<file path="src/core/rhc_defines.svh">
/*
  timing and range constants for the rheostat wiper control.
  assumes a 250 MHz system clock; times are held in their own units and
  cycle counts are derived from them.
*/
`ifndef RHC_DEFINES_SVH
`define RHC_DEFINES_SVH

// clock period and the microsecond time base derived from it
`define RHC_CLK_PERIOD_PS   4000
`define RHC_US_PS           1000000
`define RHC_US_CYC          (`RHC_US_PS / `RHC_CLK_PERIOD_PS)

// pulse timing, in microseconds
`define RHC_CONTACT_MIN_US  1000
`define RHC_HOST_MIN_US     1
`define RHC_GAP_MIN_US      1000
`define RHC_HOLD_US         1000000
`define RHC_REPEAT_US       100000
`define RHC_IDLE_REV_US     1000000
`define RHC_STORE_DELAY_US  2000000

// wiper range
`define RHC_POS_W           6
`define RHC_POS_MIN         6'h00
`define RHC_POS_MAX         6'h3f
`define RHC_TIME_W          22

`endif

</file>
<file path="src/core/rhc_pkg.sv">
/*
  types shared by the rheostat wiper control files.
  assumes nothing beyond a SystemVerilog compiler.
*/
package rhc_pkg;
  // pulse qualifier state per control input
  typedef enum logic [1:0] {
    rhc_idle_s,
    rhc_low_s,
    rhc_gap_s
  } rhc_pstate_t;
endpackage

</file>
<file path="src/core/rhc_pulse_timer.sv">
/*
  pulse width qualifier for one active-low control input.
  assumes a synchronised input level and a one-cycle microsecond tick.
*/
`timescale 1ns/1ps
`default_nettype none
`include "rhc_defines.svh"

module rhc_pulse_timer
  import rhc_pkg::*;
#(
  parameter int MIN_US    = `RHC_CONTACT_MIN_US,
  parameter int GAP_US    = `RHC_GAP_MIN_US,
  parameter int HOLD_US   = `RHC_HOLD_US,
  parameter int REPEAT_US = `RHC_REPEAT_US
) (
  // clock and reset
  input  wire logic sys_clk,
  input  wire logic rst_n,
  // time base and input level
  input  wire logic tick_us,
  input  wire logic level,
  // results
  output logic      step,
  output logic      active
);
  localparam logic [`RHC_TIME_W-1:0] MIN_T  = `RHC_TIME_W'(MIN_US);
  localparam logic [`RHC_TIME_W-1:0] GAP_T  = `RHC_TIME_W'(GAP_US);
  localparam logic [`RHC_TIME_W-1:0] HOLD_T = `RHC_TIME_W'(HOLD_US);
  localparam logic [`RHC_TIME_W-1:0] RPT_T  = `RHC_TIME_W'(REPEAT_US);

  rhc_pstate_t            state;
  logic [`RHC_TIME_W-1:0] low_cnt;
  logic [`RHC_TIME_W-1:0] gap_cnt;
  logic [`RHC_TIME_W-1:0] rpt_cnt;
  logic                   held;

  always_ff @(posedge sys_clk or negedge rst_n) begin
    if (!rst_n) begin
      state   <= rhc_idle_s;
      gap_cnt <= '0;
    end else begin
      case (state)
        rhc_idle_s: begin
          if (!level) state <= rhc_low_s;
        end
        rhc_low_s: begin
          gap_cnt <= '0;
          if (level) state <= rhc_gap_s;
        end
        rhc_gap_s: begin
          if (!level) begin
            state <= rhc_low_s;
          end else if (tick_us) begin
            gap_cnt <= gap_cnt + 1'b1;
            if (gap_cnt + 1'b1 >= GAP_T) state <= rhc_idle_s;
          end
        end
        default: state <= rhc_idle_s;
      endcase
    end
  end

  // low time accumulates across merged gaps; restarts only from idle
  always_ff @(posedge sys_clk or negedge rst_n) begin
    if (!rst_n) begin
      low_cnt <= '0;
      rpt_cnt <= '0;
      held    <= 1'b0;
      step    <= 1'b0;
    end else begin
      step <= 1'b0;
      if (state == rhc_idle_s) begin
        low_cnt <= '0;
        rpt_cnt <= '0;
        held    <= 1'b0;
      end else if (state == rhc_low_s && !level && tick_us) begin
        if (low_cnt != '1) low_cnt <= low_cnt + 1'b1;
        if (low_cnt == MIN_T) step <= 1'b1;
        if (held) begin
          rpt_cnt <= rpt_cnt + 1'b1;
          if (rpt_cnt + 1'b1 >= RPT_T) begin
            rpt_cnt <= '0;
            step    <= 1'b1;
          end
        end else if (low_cnt + 1'b1 >= HOLD_T) begin
          held <= 1'b1;
        end
      end
    end
  end

  assign active = (state != rhc_idle_s);
endmodule // rhc_pulse_timer

`default_nettype wire

</file>
<file path="src/core/rhc_wiper_ctrl.sv">
/*
  wiper position control of a 64-tap nonvolatile rheostat.
  assumes pins from outside the clock domain, a nonvolatile store that
  presents the saved position at reset and takes a one-cycle store strobe.
*/
// Function
// - each step moves the wiper exactly one tap of 64.
// - inputs idle high; a falling edge starts pulse timing.
// - contact low longer than 1 ms up to 1 s is one step.
// - host low longer than 1 us up to 1 s is one step.
// - gaps shorter than 1 ms merge pulses into one continuous pulse.
// - after the 1 s hold, step once every 100 ms while low.
// - single-button mode: up contact steps along the stored direction.
// - operating mode is latched from input state at power-up.
// - dual-button mode: up contact only raises, down contact only lowers.
// - host pulses move both ways using the single-button direction rule.
// - host pulses are accepted in every button configuration.
// - unconnected host input reads idle high and causes no movement.
// - integrated-button variant always runs single-button mode.
// - single and host control reverse direction at either range end.
// - single and host control reverse after one second of idle inputs.
// - dual mode stops at range ends until the opposite input.
// - restore saved position at power-up; store changes after 2 s.
`timescale 1ns/1ps
`default_nettype none
`include "rhc_defines.svh"

module rhc_wiper_ctrl
  import rhc_pkg::*;
#(
  parameter bit FIXED_SINGLE    = 1'b0,
  parameter int CONTACT_MIN_US  = `RHC_CONTACT_MIN_US,
  parameter int HOST_MIN_US     = `RHC_HOST_MIN_US,
  parameter int GAP_US          = `RHC_GAP_MIN_US,
  parameter int HOLD_US         = `RHC_HOLD_US,
  parameter int REPEAT_US       = `RHC_REPEAT_US,
  parameter int IDLE_REV_US     = `RHC_IDLE_REV_US,
  parameter int STORE_DELAY_US  = `RHC_STORE_DELAY_US
) (
  // clock and reset
  input  wire logic                  sys_clk,
  input  wire logic                  nrst,
  // control pins, active low
  input  wire logic                  up_contact_pin,
  input  wire logic                  down_contact_pin,
  input  wire logic                  host_pulse_pin,
  // power-up mode sense: high when down contact is tied to supply
  input  wire logic                  single_strap,
  // nonvolatile store
  input  wire logic [`RHC_POS_W-1:0] saved_pos,
  output logic                       store_en,
  output logic [`RHC_POS_W-1:0]      store_pos,
  // wiper state
  output logic [`RHC_POS_W-1:0]      wiper_pos,
  output logic                       wiper_dir_up,
  output logic                       single_mode
);
  localparam logic [8:0] US_CYC = 9'(`RHC_US_CYC);
  localparam logic [`RHC_TIME_W-1:0] IDLE_T  = `RHC_TIME_W'(IDLE_REV_US);
  localparam logic [`RHC_TIME_W-1:0] STORE_T = `RHC_TIME_W'(STORE_DELAY_US);

  function automatic logic at_end(input logic [`RHC_POS_W-1:0] p);
    at_end = (p == `RHC_POS_MIN) || (p == `RHC_POS_MAX);
  endfunction

  // reset release
  logic [1:0] rst_sync;
  logic       rst_n;
  always_ff @(posedge sys_clk or negedge nrst) begin
    if (!nrst) rst_sync <= 2'h0;
    else       rst_sync <= {rst_sync[0], 1'b1};
  end
  assign rst_n = rst_sync[1];

  // pin synchronisers; idle level is high
  logic [3:0] pin_s1;
  logic [3:0] pin_s2;
  always_ff @(posedge sys_clk or negedge rst_n) begin
    if (!rst_n) begin
      pin_s1 <= 4'hf;
      pin_s2 <= 4'hf;
    end else begin
      pin_s1 <= {single_strap, host_pulse_pin, down_contact_pin,
                 up_contact_pin};
      pin_s2 <= pin_s1;
    end
  end

  // microsecond time base
  logic [8:0] div_cnt;
  logic       tick_us;
  always_ff @(posedge sys_clk or negedge rst_n) begin
    if (!rst_n) begin
      div_cnt <= 9'h000;
      tick_us <= 1'b0;
    end else begin
      tick_us <= (div_cnt == US_CYC - 9'h001);
      div_cnt <= (div_cnt == US_CYC - 9'h001) ? 9'h000 : div_cnt + 9'h001;
    end
  end

  // power-up capture once synchronisers hold real pin levels
  logic [1:0] boot_cnt;
  logic       booted;
  always_ff @(posedge sys_clk or negedge rst_n) begin
    if (!rst_n) begin
      boot_cnt <= 2'h0;
      booted   <= 1'b0;
    end else if (boot_cnt != 2'h3) begin
      boot_cnt <= boot_cnt + 2'h1;
    end else begin
      booted <= 1'b1;
    end
  end

  always_ff @(posedge sys_clk or negedge rst_n) begin
    if (!rst_n) begin
      single_mode <= 1'b0;
    end else if (!booted && boot_cnt == 2'h3) begin
      single_mode <= FIXED_SINGLE | pin_s2[3];
    end
  end

  logic up_lvl, dn_lvl, host_lvl;
  assign up_lvl   = pin_s2[0] | ~booted;
  assign dn_lvl   = pin_s2[1] | ~booted | single_mode;
  assign host_lvl = pin_s2[2] | ~booted;

  logic up_step, dn_step, host_step;
  logic up_act, dn_act, host_act;

  rhc_pulse_timer #(
    .MIN_US    (CONTACT_MIN_US),
    .GAP_US    (GAP_US),
    .HOLD_US   (HOLD_US),
    .REPEAT_US (REPEAT_US)
  ) u_up (
    .sys_clk (sys_clk),
    .rst_n   (rst_n),
    .tick_us (tick_us),
    .level   (up_lvl),
    .step    (up_step),
    .active  (up_act)
  );

  rhc_pulse_timer #(
    .MIN_US    (CONTACT_MIN_US),
    .GAP_US    (GAP_US),
    .HOLD_US   (HOLD_US),
    .REPEAT_US (REPEAT_US)
  ) u_dn (
    .sys_clk (sys_clk),
    .rst_n   (rst_n),
    .tick_us (tick_us),
    .level   (dn_lvl),
    .step    (dn_step),
    .active  (dn_act)
  );

  rhc_pulse_timer #(
    .MIN_US    (HOST_MIN_US),
    .GAP_US    (GAP_US),
    .HOLD_US   (HOLD_US),
    .REPEAT_US (REPEAT_US)
  ) u_host (
    .sys_clk (sys_clk),
    .rst_n   (rst_n),
    .tick_us (tick_us),
    .level   (host_lvl),
    .step    (host_step),
    .active  (host_act)
  );

  // direction-following step: host always, up contact in single mode
  logic dir_step;
  assign dir_step = host_step | (single_mode & up_step);

  // idle timer for direction reversal
  logic [`RHC_TIME_W-1:0] idle_cnt;
  logic                   idle_flip;
  always_ff @(posedge sys_clk or negedge rst_n) begin
    if (!rst_n) begin
      idle_cnt  <= '0;
      idle_flip <= 1'b0;
    end else begin
      idle_flip <= 1'b0;
      if (up_act || host_act) begin
        idle_cnt <= '0;
      end else if (tick_us && idle_cnt != IDLE_T) begin
        idle_cnt <= idle_cnt + 1'b1;
        if (idle_cnt + 1'b1 == IDLE_T) idle_flip <= 1'b1;
      end
    end
  end

  // wiper position and direction; one move per cycle, host first
  logic [`RHC_POS_W-1:0] next_pos;
  always_comb begin
    next_pos = wiper_pos;
    if (dir_step) begin
      if (wiper_dir_up && wiper_pos != `RHC_POS_MAX)
        next_pos = wiper_pos + 1'b1;
      else if (!wiper_dir_up && wiper_pos != `RHC_POS_MIN)
        next_pos = wiper_pos - 1'b1;
    end else if (!single_mode && up_step) begin
      if (wiper_pos != `RHC_POS_MAX) next_pos = wiper_pos + 1'b1;
    end else if (!single_mode && dn_step) begin
      if (wiper_pos != `RHC_POS_MIN) next_pos = wiper_pos - 1'b1;
    end
  end

  always_ff @(posedge sys_clk or negedge rst_n) begin
    if (!rst_n) begin
      wiper_pos <= `RHC_POS_MIN;
    end else if (!booted) begin
      wiper_pos <= saved_pos;
    end else begin
      wiper_pos <= next_pos;
    end
  end

  always_ff @(posedge sys_clk or negedge rst_n) begin
    if (!rst_n) begin
      wiper_dir_up <= 1'b1;
    end else if (!booted) begin
      // start upward unless the restored position is the top end
      wiper_dir_up <= (saved_pos != `RHC_POS_MAX);
    end else if (dir_step && at_end(next_pos) && next_pos != wiper_pos) begin
      wiper_dir_up <= (next_pos == `RHC_POS_MIN);
    end else if (dir_step && at_end(wiper_pos)) begin
      // stuck at an end with flag pointing outward
      wiper_dir_up <= (wiper_pos == `RHC_POS_MIN);
    end else if (idle_flip) begin
      wiper_dir_up <= ~wiper_dir_up;
    end
  end

  // delayed store; a new move restarts the delay to spare write cycles
  logic [`RHC_TIME_W-1:0] store_cnt;
  logic                   store_pend;
  always_ff @(posedge sys_clk or negedge rst_n) begin
    if (!rst_n) begin
      store_cnt  <= '0;
      store_pend <= 1'b0;
      store_en   <= 1'b0;
      store_pos  <= `RHC_POS_MIN;
    end else begin
      store_en <= 1'b0;
      if (booted && next_pos != wiper_pos) begin
        store_pend <= 1'b1;
        store_cnt  <= '0;
      end else if (store_pend && tick_us) begin
        store_cnt <= store_cnt + 1'b1;
        if (store_cnt + 1'b1 >= STORE_T) begin
          store_pend <= 1'b0;
          store_en   <= 1'b1;
          store_pos  <= wiper_pos;
        end
      end
    end
  end
endmodule // rhc_wiper_ctrl

`default_nettype wire

</file>
<file path="config.mk">
export PLATFORM = sky130hd
export DESIGN_NAME = rhc_wiper_ctrl
export DESIGN_NICKNAME = d
export VERILOG_FILES = /design/src/core/rhc_pkg.sv /design/src/core/rhc_pulse_timer.sv /design/src/core/rhc_wiper_ctrl.sv
export VERILOG_INCLUDE_DIRS = /design/src /design/src/core
export SDC_FILE = /design/constraint.sdc
export NUM_CORES = 1
export LEC_CHECK = 0
export BUFFER_PORTS_ARGS = -buffer_cell sky130_fd_sc_hd__buf_2
export CELL_PAD_IN_SITES_DETAIL_PLACEMENT = 0
export CELL_PAD_IN_SITES_GLOBAL_PLACEMENT = 2
export CORE_MARGIN = 1
export CORE_UTILIZATION = 40
export CTS_BUF_LIST = sky130_fd_sc_hd__clkbuf_8 sky130_fd_sc_hd__clkbuf_16
export CTS_CLUSTER_SIZE = 16
export DETAILED_ROUTE_END_ITERATION = 10
export PLACE_DENSITY = 0.89
export SETUP_SLACK_MARGIN = 0.2
export SYNTH_ARGS = -nofsm -noshare
export SYNTH_HDL_FRONTEND = slang
export SYNTH_HIERARCHICAL = 1
export SYNTH_SLANG_ARGS = --single-unit
</file>
<file path="constraint.sdc">
create_clock -name sys_clk -period 10 [get_ports sys_clk]
set_input_delay 2 -clock sys_clk [delete_from_list [all_inputs] [get_ports sys_clk]]
set_output_delay 2 -clock sys_clk [all_outputs]
set_load 0.005 [all_outputs]
</file>
Yosys cells after proc, flatten, opt, wreduce, memory -nomap -nowiden
Index checks and enable logic that the tools add are counted.

Register bits after elaboration: 294. Latch bits: 0. RAM bits: 0. ROM bits: 0. Input port bits: 12. Logic and storage cells: 273. Memories kept: 0.

Add/sub/neg operators: 15. Multiply operators: 0. Div/mod/pow operators: 0. Magnitude comparators: 10. Eq/ne operators: 41. Shift operators: 0. Multiplexer cells: 101. Bitwise logic cells: 9. Reductions and logical operators: 63.

Operators with widths (number): 22-bit 2-to-1 mux (31); 22-bit by 1-bit adder with 22-bit output (second input constant) (11); 22-bit one-hot mux with 2 select lines (3); 22-bit by 10-bit >= comparator with 1-bit output (second input constant) (3); 22-bit by 17-bit >= comparator with 1-bit output (second input constant) (3); 22-bit by 20-bit >= comparator with 1-bit output (second input constant) (3); 22-bit != test (second input constant) (3); 6-bit 2-to-1 mux (8); 22-bit by 10-bit == test with 1-bit output (second input constant) (2); 1-bit 2-to-1 mux (40); 2-bit nonzero test (17); 2-bit 2-to-1 mux (15); 22-bit by 1-bit == test with 1-bit output (second input constant) (1); 22-bit by 20-bit == test with 1-bit output (second input constant) (1); 22-bit by 21-bit >= comparator with 1-bit output (second input constant) (1); 22-bit by 20-bit != test with 1-bit output (second input constant) (1); 3-bit != test (second input constant) (6); 2-bit one-hot mux with 3 select lines (3); 1-bit logical AND (17); 2-bit != test (second input constant) (7); 2-bit AND reduction (7); 6-bit == test (second input constant) (2); 6-bit zero test (2); 2-bit by 1-bit != test with 1-bit output (second input constant) (6); other kinds (20) (46).

Depth between registers and ports, before layout
Depth after elaboration: 11. Gate-level depth with buffers: 11. Depth with buffers taken out: 9.

By module
Netlist, hierarchy kept.

Modules (own cells, without submodules): rhc_pulse_timer (u_dn ...) (times used 2, cells an instance 584, area an instance 4739.5 um2); rhc_wiper_ctrl (times used 1, cells an instance 547, area an instance 4927.2 um2); rhc_pulse_timer (u_host) (times used 1, cells an instance 554, area an instance 4611.9 um2).

Worst setup path before layout
OpenSTA, ideal clock, no wires.

Path type: input to register. Start point: input saved_pos[4]. End point: register wiper_dir_up. Library setup time: 0.061 ns. Arrival time: 2.889 ns. Setup slack: 7.050 ns. Cell stages on the path: 6. Path buffers: 0. Cell sequence: nor2b_1 nand3_1 nor2_1 or3_1 a32oi_1 a221o_1.

Longest elaborated chain between the ends: 2.

RTL lines: from (decl) (line rhc_wiper_ctrl.sv:50) `` input wire logic [`RHC_POS_W-1:0] saved_pos, ``; 6-bit != test (no source line); 1-bit 2-to-1 mux (line rhc_wiper_ctrl.sv:225) `end else if (!booted) begin`; to (signal assigned) (line rhc_wiper_ctrl.sv:227) `` wiper_dir_up <= (saved_pos != `RHC_POS_MAX); ``; to (signal assigned) (line rhc_wiper_ctrl.sv:229) `` wiper_dir_up <= (next_pos == `RHC_POS_MIN); ``; to (signal assigned) (line rhc_wiper_ctrl.sv:232) `` wiper_dir_up <= (wiper_pos == `RHC_POS_MIN); ``; to (decl) (line rhc_wiper_ctrl.sv:55) `output logic wiper_dir_up,`.

Every way passes these cells. A chain may end at the register's enable or synchronous reset.

Worst setup path after layout
Start point: register booted. End point: register u_dn.rpt_cnt[9].

Longest elaborated chain between the ends: 8.

RTL lines: from (decl) (line rhc_wiper_ctrl.sv:104) `logic booted;`; from (signal assigned) (line rhc_wiper_ctrl.sv:108) `booted <= 1'b0;`; from (signal assigned) (line rhc_wiper_ctrl.sv:112) `booted <= 1'b1;`; 1-bit inverter (line rhc_wiper_ctrl.sv:126) `assign dn_lvl = pin_s2[1] | ~booted | single_mode;`; 1-bit OR (2 in series) (line rhc_wiper_ctrl.sv:126); via dn_lvl (line rhc_wiper_ctrl.sv:124) `logic up_lvl, dn_lvl, host_lvl;`; 1-bit zero test; 1-bit logical AND (2 in series) (line rhc_pulse_timer.sv:77) `end else if (state == rhc_low_s && !level && tick_us) begin`; 2-bit nonzero test (no source line); 2-bit AND reduction (no source line); to (signal assigned) (line rhc_pulse_timer.sv:81) `rpt_cnt <= rpt_cnt + 1'b1;`; to (decl) (line rhc_pulse_timer.sv:35) `` logic [`RHC_TIME_W-1:0] rpt_cnt; ``.

The timed path passes the listed nets, and every way through them passes these cells.

==> results.py <==
metrics = {
    "run_status": {
        "outcome": "complete, but fails checks",
        "violations": "design-rule violations",
    },
    "routing": {
        "drc": 7,
        "drt_iter0_markers": 1287,
        "ant_nets": 0,
        "drt-pass1-iter-count": 8,
        "num_vias": 16689,
        "post_drt_wl_per_cell_um": 16.1,
        "vias_per_cell": 5.87,
        "wl_mm": 45.9,
    },
    "critical_path": {
        "endpoint_kind": "flop",
        "cp_max_fo": 19,
        "crit_arrival_ps": 4230,
        "cp.required_ps": 10460,
        "critPathKind": "reg2reg",
        "worst_setup_path_start_kind": "flop",
    },
    "synthesis": {
        "synth-edff-count": 0,
        "syn_area_per_cell_um2": 8.38,
        "syn_nets": 2304,
        "ys_seq_elements": 294,
        "synth-main-ff-cell": "dfrtp_1",
        "async_flop_share_pct": 100,
        "yosysUniqueCellTypes": 101,
        "yosysSeqAreaShare_pct": 38.7,
        "synth-warning-count": 6,
        "synthCells": 2269,
        "syn_area_um2": 19000,
    },
    "placement": {
        "dp_slack_ps": 6220,
        "gp_congestion": 0.836,
        "port_buffers": 26,
        "dp_hpwl_mm": 30.0,
    },
    "global_route": {
        "grt_antenna_before_repair": 1,
        "grt_max_degree": 75,
        "grt_pass1_vias": 15366,
        "grt_pass1_wl_mm": 77.6,
        "grt_usage_pct": 19.0,
        "grt_overflow": 0,
    },
    "timing": {
        "slew_headroom_pct": 26.9,
        "slew_violations": 0,
        "skew_ps": 24.1,
        "timing.final.crit_share_pct": 37.8,
        "tns_ps": 0,
        "fin_crit_ps": 3780,
        "max_clock_freq_ghz": 0.265,
        "worst_pin_slew_ps": 1090,
        "layout_setup_ws_ps": 6220,
        "finalSetupViolCount": 0,
        "finalHoldViolations": 0,
        "rsz0062_at_grt": "no",
    },
    "floorplan": {
        "dieArea_um2": 48400,
        "die_w_um": 220,
        "std_cell_rows": 79,
        "initial_core_util_pct": 40.7,
        "ios": 27,
        "die_h_um": 220,
        "core_area_um2": 46800,
    },
    "clocking": {
        "holdBufCountCts": 0,
        "clk_pin_slew_ps": 60,
        "clock_path_buffers": 3,
        "cts.sinks": 294,
        "cts_tree": "done",
        "htreeDepth": 2,
        "cts_buffers": 38,
        "post_cts_resized": 0,
        "clk_latency_ps": 560,
        "root_buffer": "clkbuf_16",
        "cts_setup_buffers": 0,
    },
    "power_and_ir_drop": {
        "vdd_drop_max_mv": 0.0959,
        "power_w": 0.00279,
        "leakage_nw": 8.32,
        "power_density_nw_per_um2": 135,
    },
    "finish": {
        "final_common_cell": "dfrtp_1",
        "final_cell_mix": "dfrtp_1 (284), nand2_1 (263), nor2_1 (218)",
        "area_delta_synth_final_pct": 8.91,
        "n_antenna_cell": 0,
        "finalNetCount": 2240,
        "drive_above_1_share_pct": 9.31,
    },
    "min_path": {
        "hold_path.class": "reg2async",
    },
    "run": {
        "max_cap_violations": 0,
    },
}
cells in the mapped netlist (14+ instances only):
cell | instances | area share [%]
a21oi_1 | 60 | 1.6
a31oi_1 | 37 | 1.2
and2_1 | 37 | 1.2
and3_1 | 68 | 2.2
and4_1 | 16 | 0.74
buf_2 | 44 | 1.2
clkbuf_1 | 82 | 1.6
dfrtp_1 | 285 | 38
ha_1 | 23 | 1.5
inv_1 | 39 | 0.77
mux2_2 | 18 | 1.1
mux2i_1 | 16 | 0.84
nand2_1 | 263 | 5.2
nand2b_1 | 16 | 0.53
nand3_1 | 142 | 3.7
nand4_1 | 79 | 2.6
nor2_1 | 218 | 4.3
nor2b_1 | 25 | 0.82
nor3_1 | 48 | 1.3
nor4_1 | 37 | 1.2
o211ai_1 | 21 | 0.83
o21ai_0 | 215 | 5.7
o21ai_1 | 14 | 0.37
o22ai_1 | 14 | 0.46
o31ai_1 | 59 | 2.3
or3_1 | 29 | 0.95
xnor2_1 | 35 | 1.6
xor2_1 | 48 | 2.2
cell type report:
cell class | instances | area (um^2)
inverters | 41 | 154
well taps | 607 | 759
multi-input cells | 1788 | 10800
clock inverters | 21 | 205
repair buffers | 42 | 250
clock buffers | 49 | 1140
fillers | 4514 | 26000
flip-flops and latches | 294 | 7370
kinds of logic (layout without fill, tap and decap cells):
| group | after synthesis | in the layout | share of synthesized area, % |
|---|---|---|---|
| compound gates | 564 | 564 | 19.4 |
| buf+inv | 187 | 153 | 4.41 |
| xor+xnor | 83 | 83 | 3.82 |
| flops | 294 | 294 | 38.7 |
| simple gates | 1082 | 1082 | 30.1 |
| mux | 35 | 35 | 1.97 |
| fa+ha+maj | 23 | 23 | 1.51 |
| other cells | 1 | 1 | 0.0197 |
power breakdown:
group / total [W] / switching [W] / internal [W] / leakage, nW
Combinational: 0.000133 / 0.0000973 / 0.0000356 / 3.73
Sequential: 0.00121 / 0.0000131 / 0.00120 / 3.90
Clock: 0.00145 / 0.000546 / 0.000903 / 0.689
Total: 0.00279 / 0.000657 / 0.00214 / 8.32
metrics by stage:
stage               hold slack (ps)  area, um^2  utilization (%)  cells
detailed placement              287       19400             41.4   2772
finish                          265       20700             44.3   2842
global placement                276       19400             41.4   2772
global route                    310       20700             44.3   2842
CTS                             294       20700             44.3   2842
floorplan                       331       19000                -   2269
worst max-delay path, stage by stage, from the launching register on:
cell      delay, ps
dfrtp_1         580
clkinv_1        360
or3_1           530
nor3b_1         780
and2_1          680
nand3_2         370
o311ai_1        370
final timing paths:
check	from	end	slack, ps	depth (start not counted)
setup / recovery	booted$_DFFE_PN0N_	u_dn/rpt_cnt[9]$_DFFE_PN0P_	6220	6
hold / removal	rst_sync[1]$_DFF_PN0_	u_up/gap_cnt[12]$_DFFE_PN0P_	270	0
setup reg to reg	booted$_DFFE_PN0N_	u_dn/rpt_cnt[9]$_DFFE_PN0P_	6220	6
hold reg to reg	rst_sync[1]$_DFF_PN0_	u_up/gap_cnt[12]$_DFFE_PN0P_	270	0
max in group asynchronous	rst_sync[1]$_DFF_PN0_	u_host/rpt_cnt[19]$_DFFE_PN0P_	7610	2
min in group sys_clk	rst_sync[0]$_DFF_PN0_	rst_sync[1]$_DFF_PN0_	350	0
state kept, by name, summed over array words and instances, names as in the netlist, 4 cells and up:
| signal | flops |
|---|---|
| div_cnt | 9 |
| idle_cnt | 22 |
| pin_s1 | 4 |
| pin_s2 | 4 |
| store_cnt | 22 |
| store_pos | 6 |
| u_dn/gap_cnt | 22 |
| u_dn/low_cnt | 22 |
| u_dn/rpt_cnt | 22 |
| u_host/gap_cnt | 22 |
| u_host/low_cnt | 22 |
| u_host/rpt_cnt | 22 |
| u_up/gap_cnt | 22 |
| u_up/low_cnt | 22 |
| u_up/rpt_cnt | 22 |
| wiper_pos | 6 |
metal layers:
layer,part of all wire [%],GRT usage [%]
met2,45,30.4
met3,4.4,3.48
met1,49,26.4
met5,0,0
met4,1.6,4.64
Note: power is estimated with default switching activity, not from simulation.
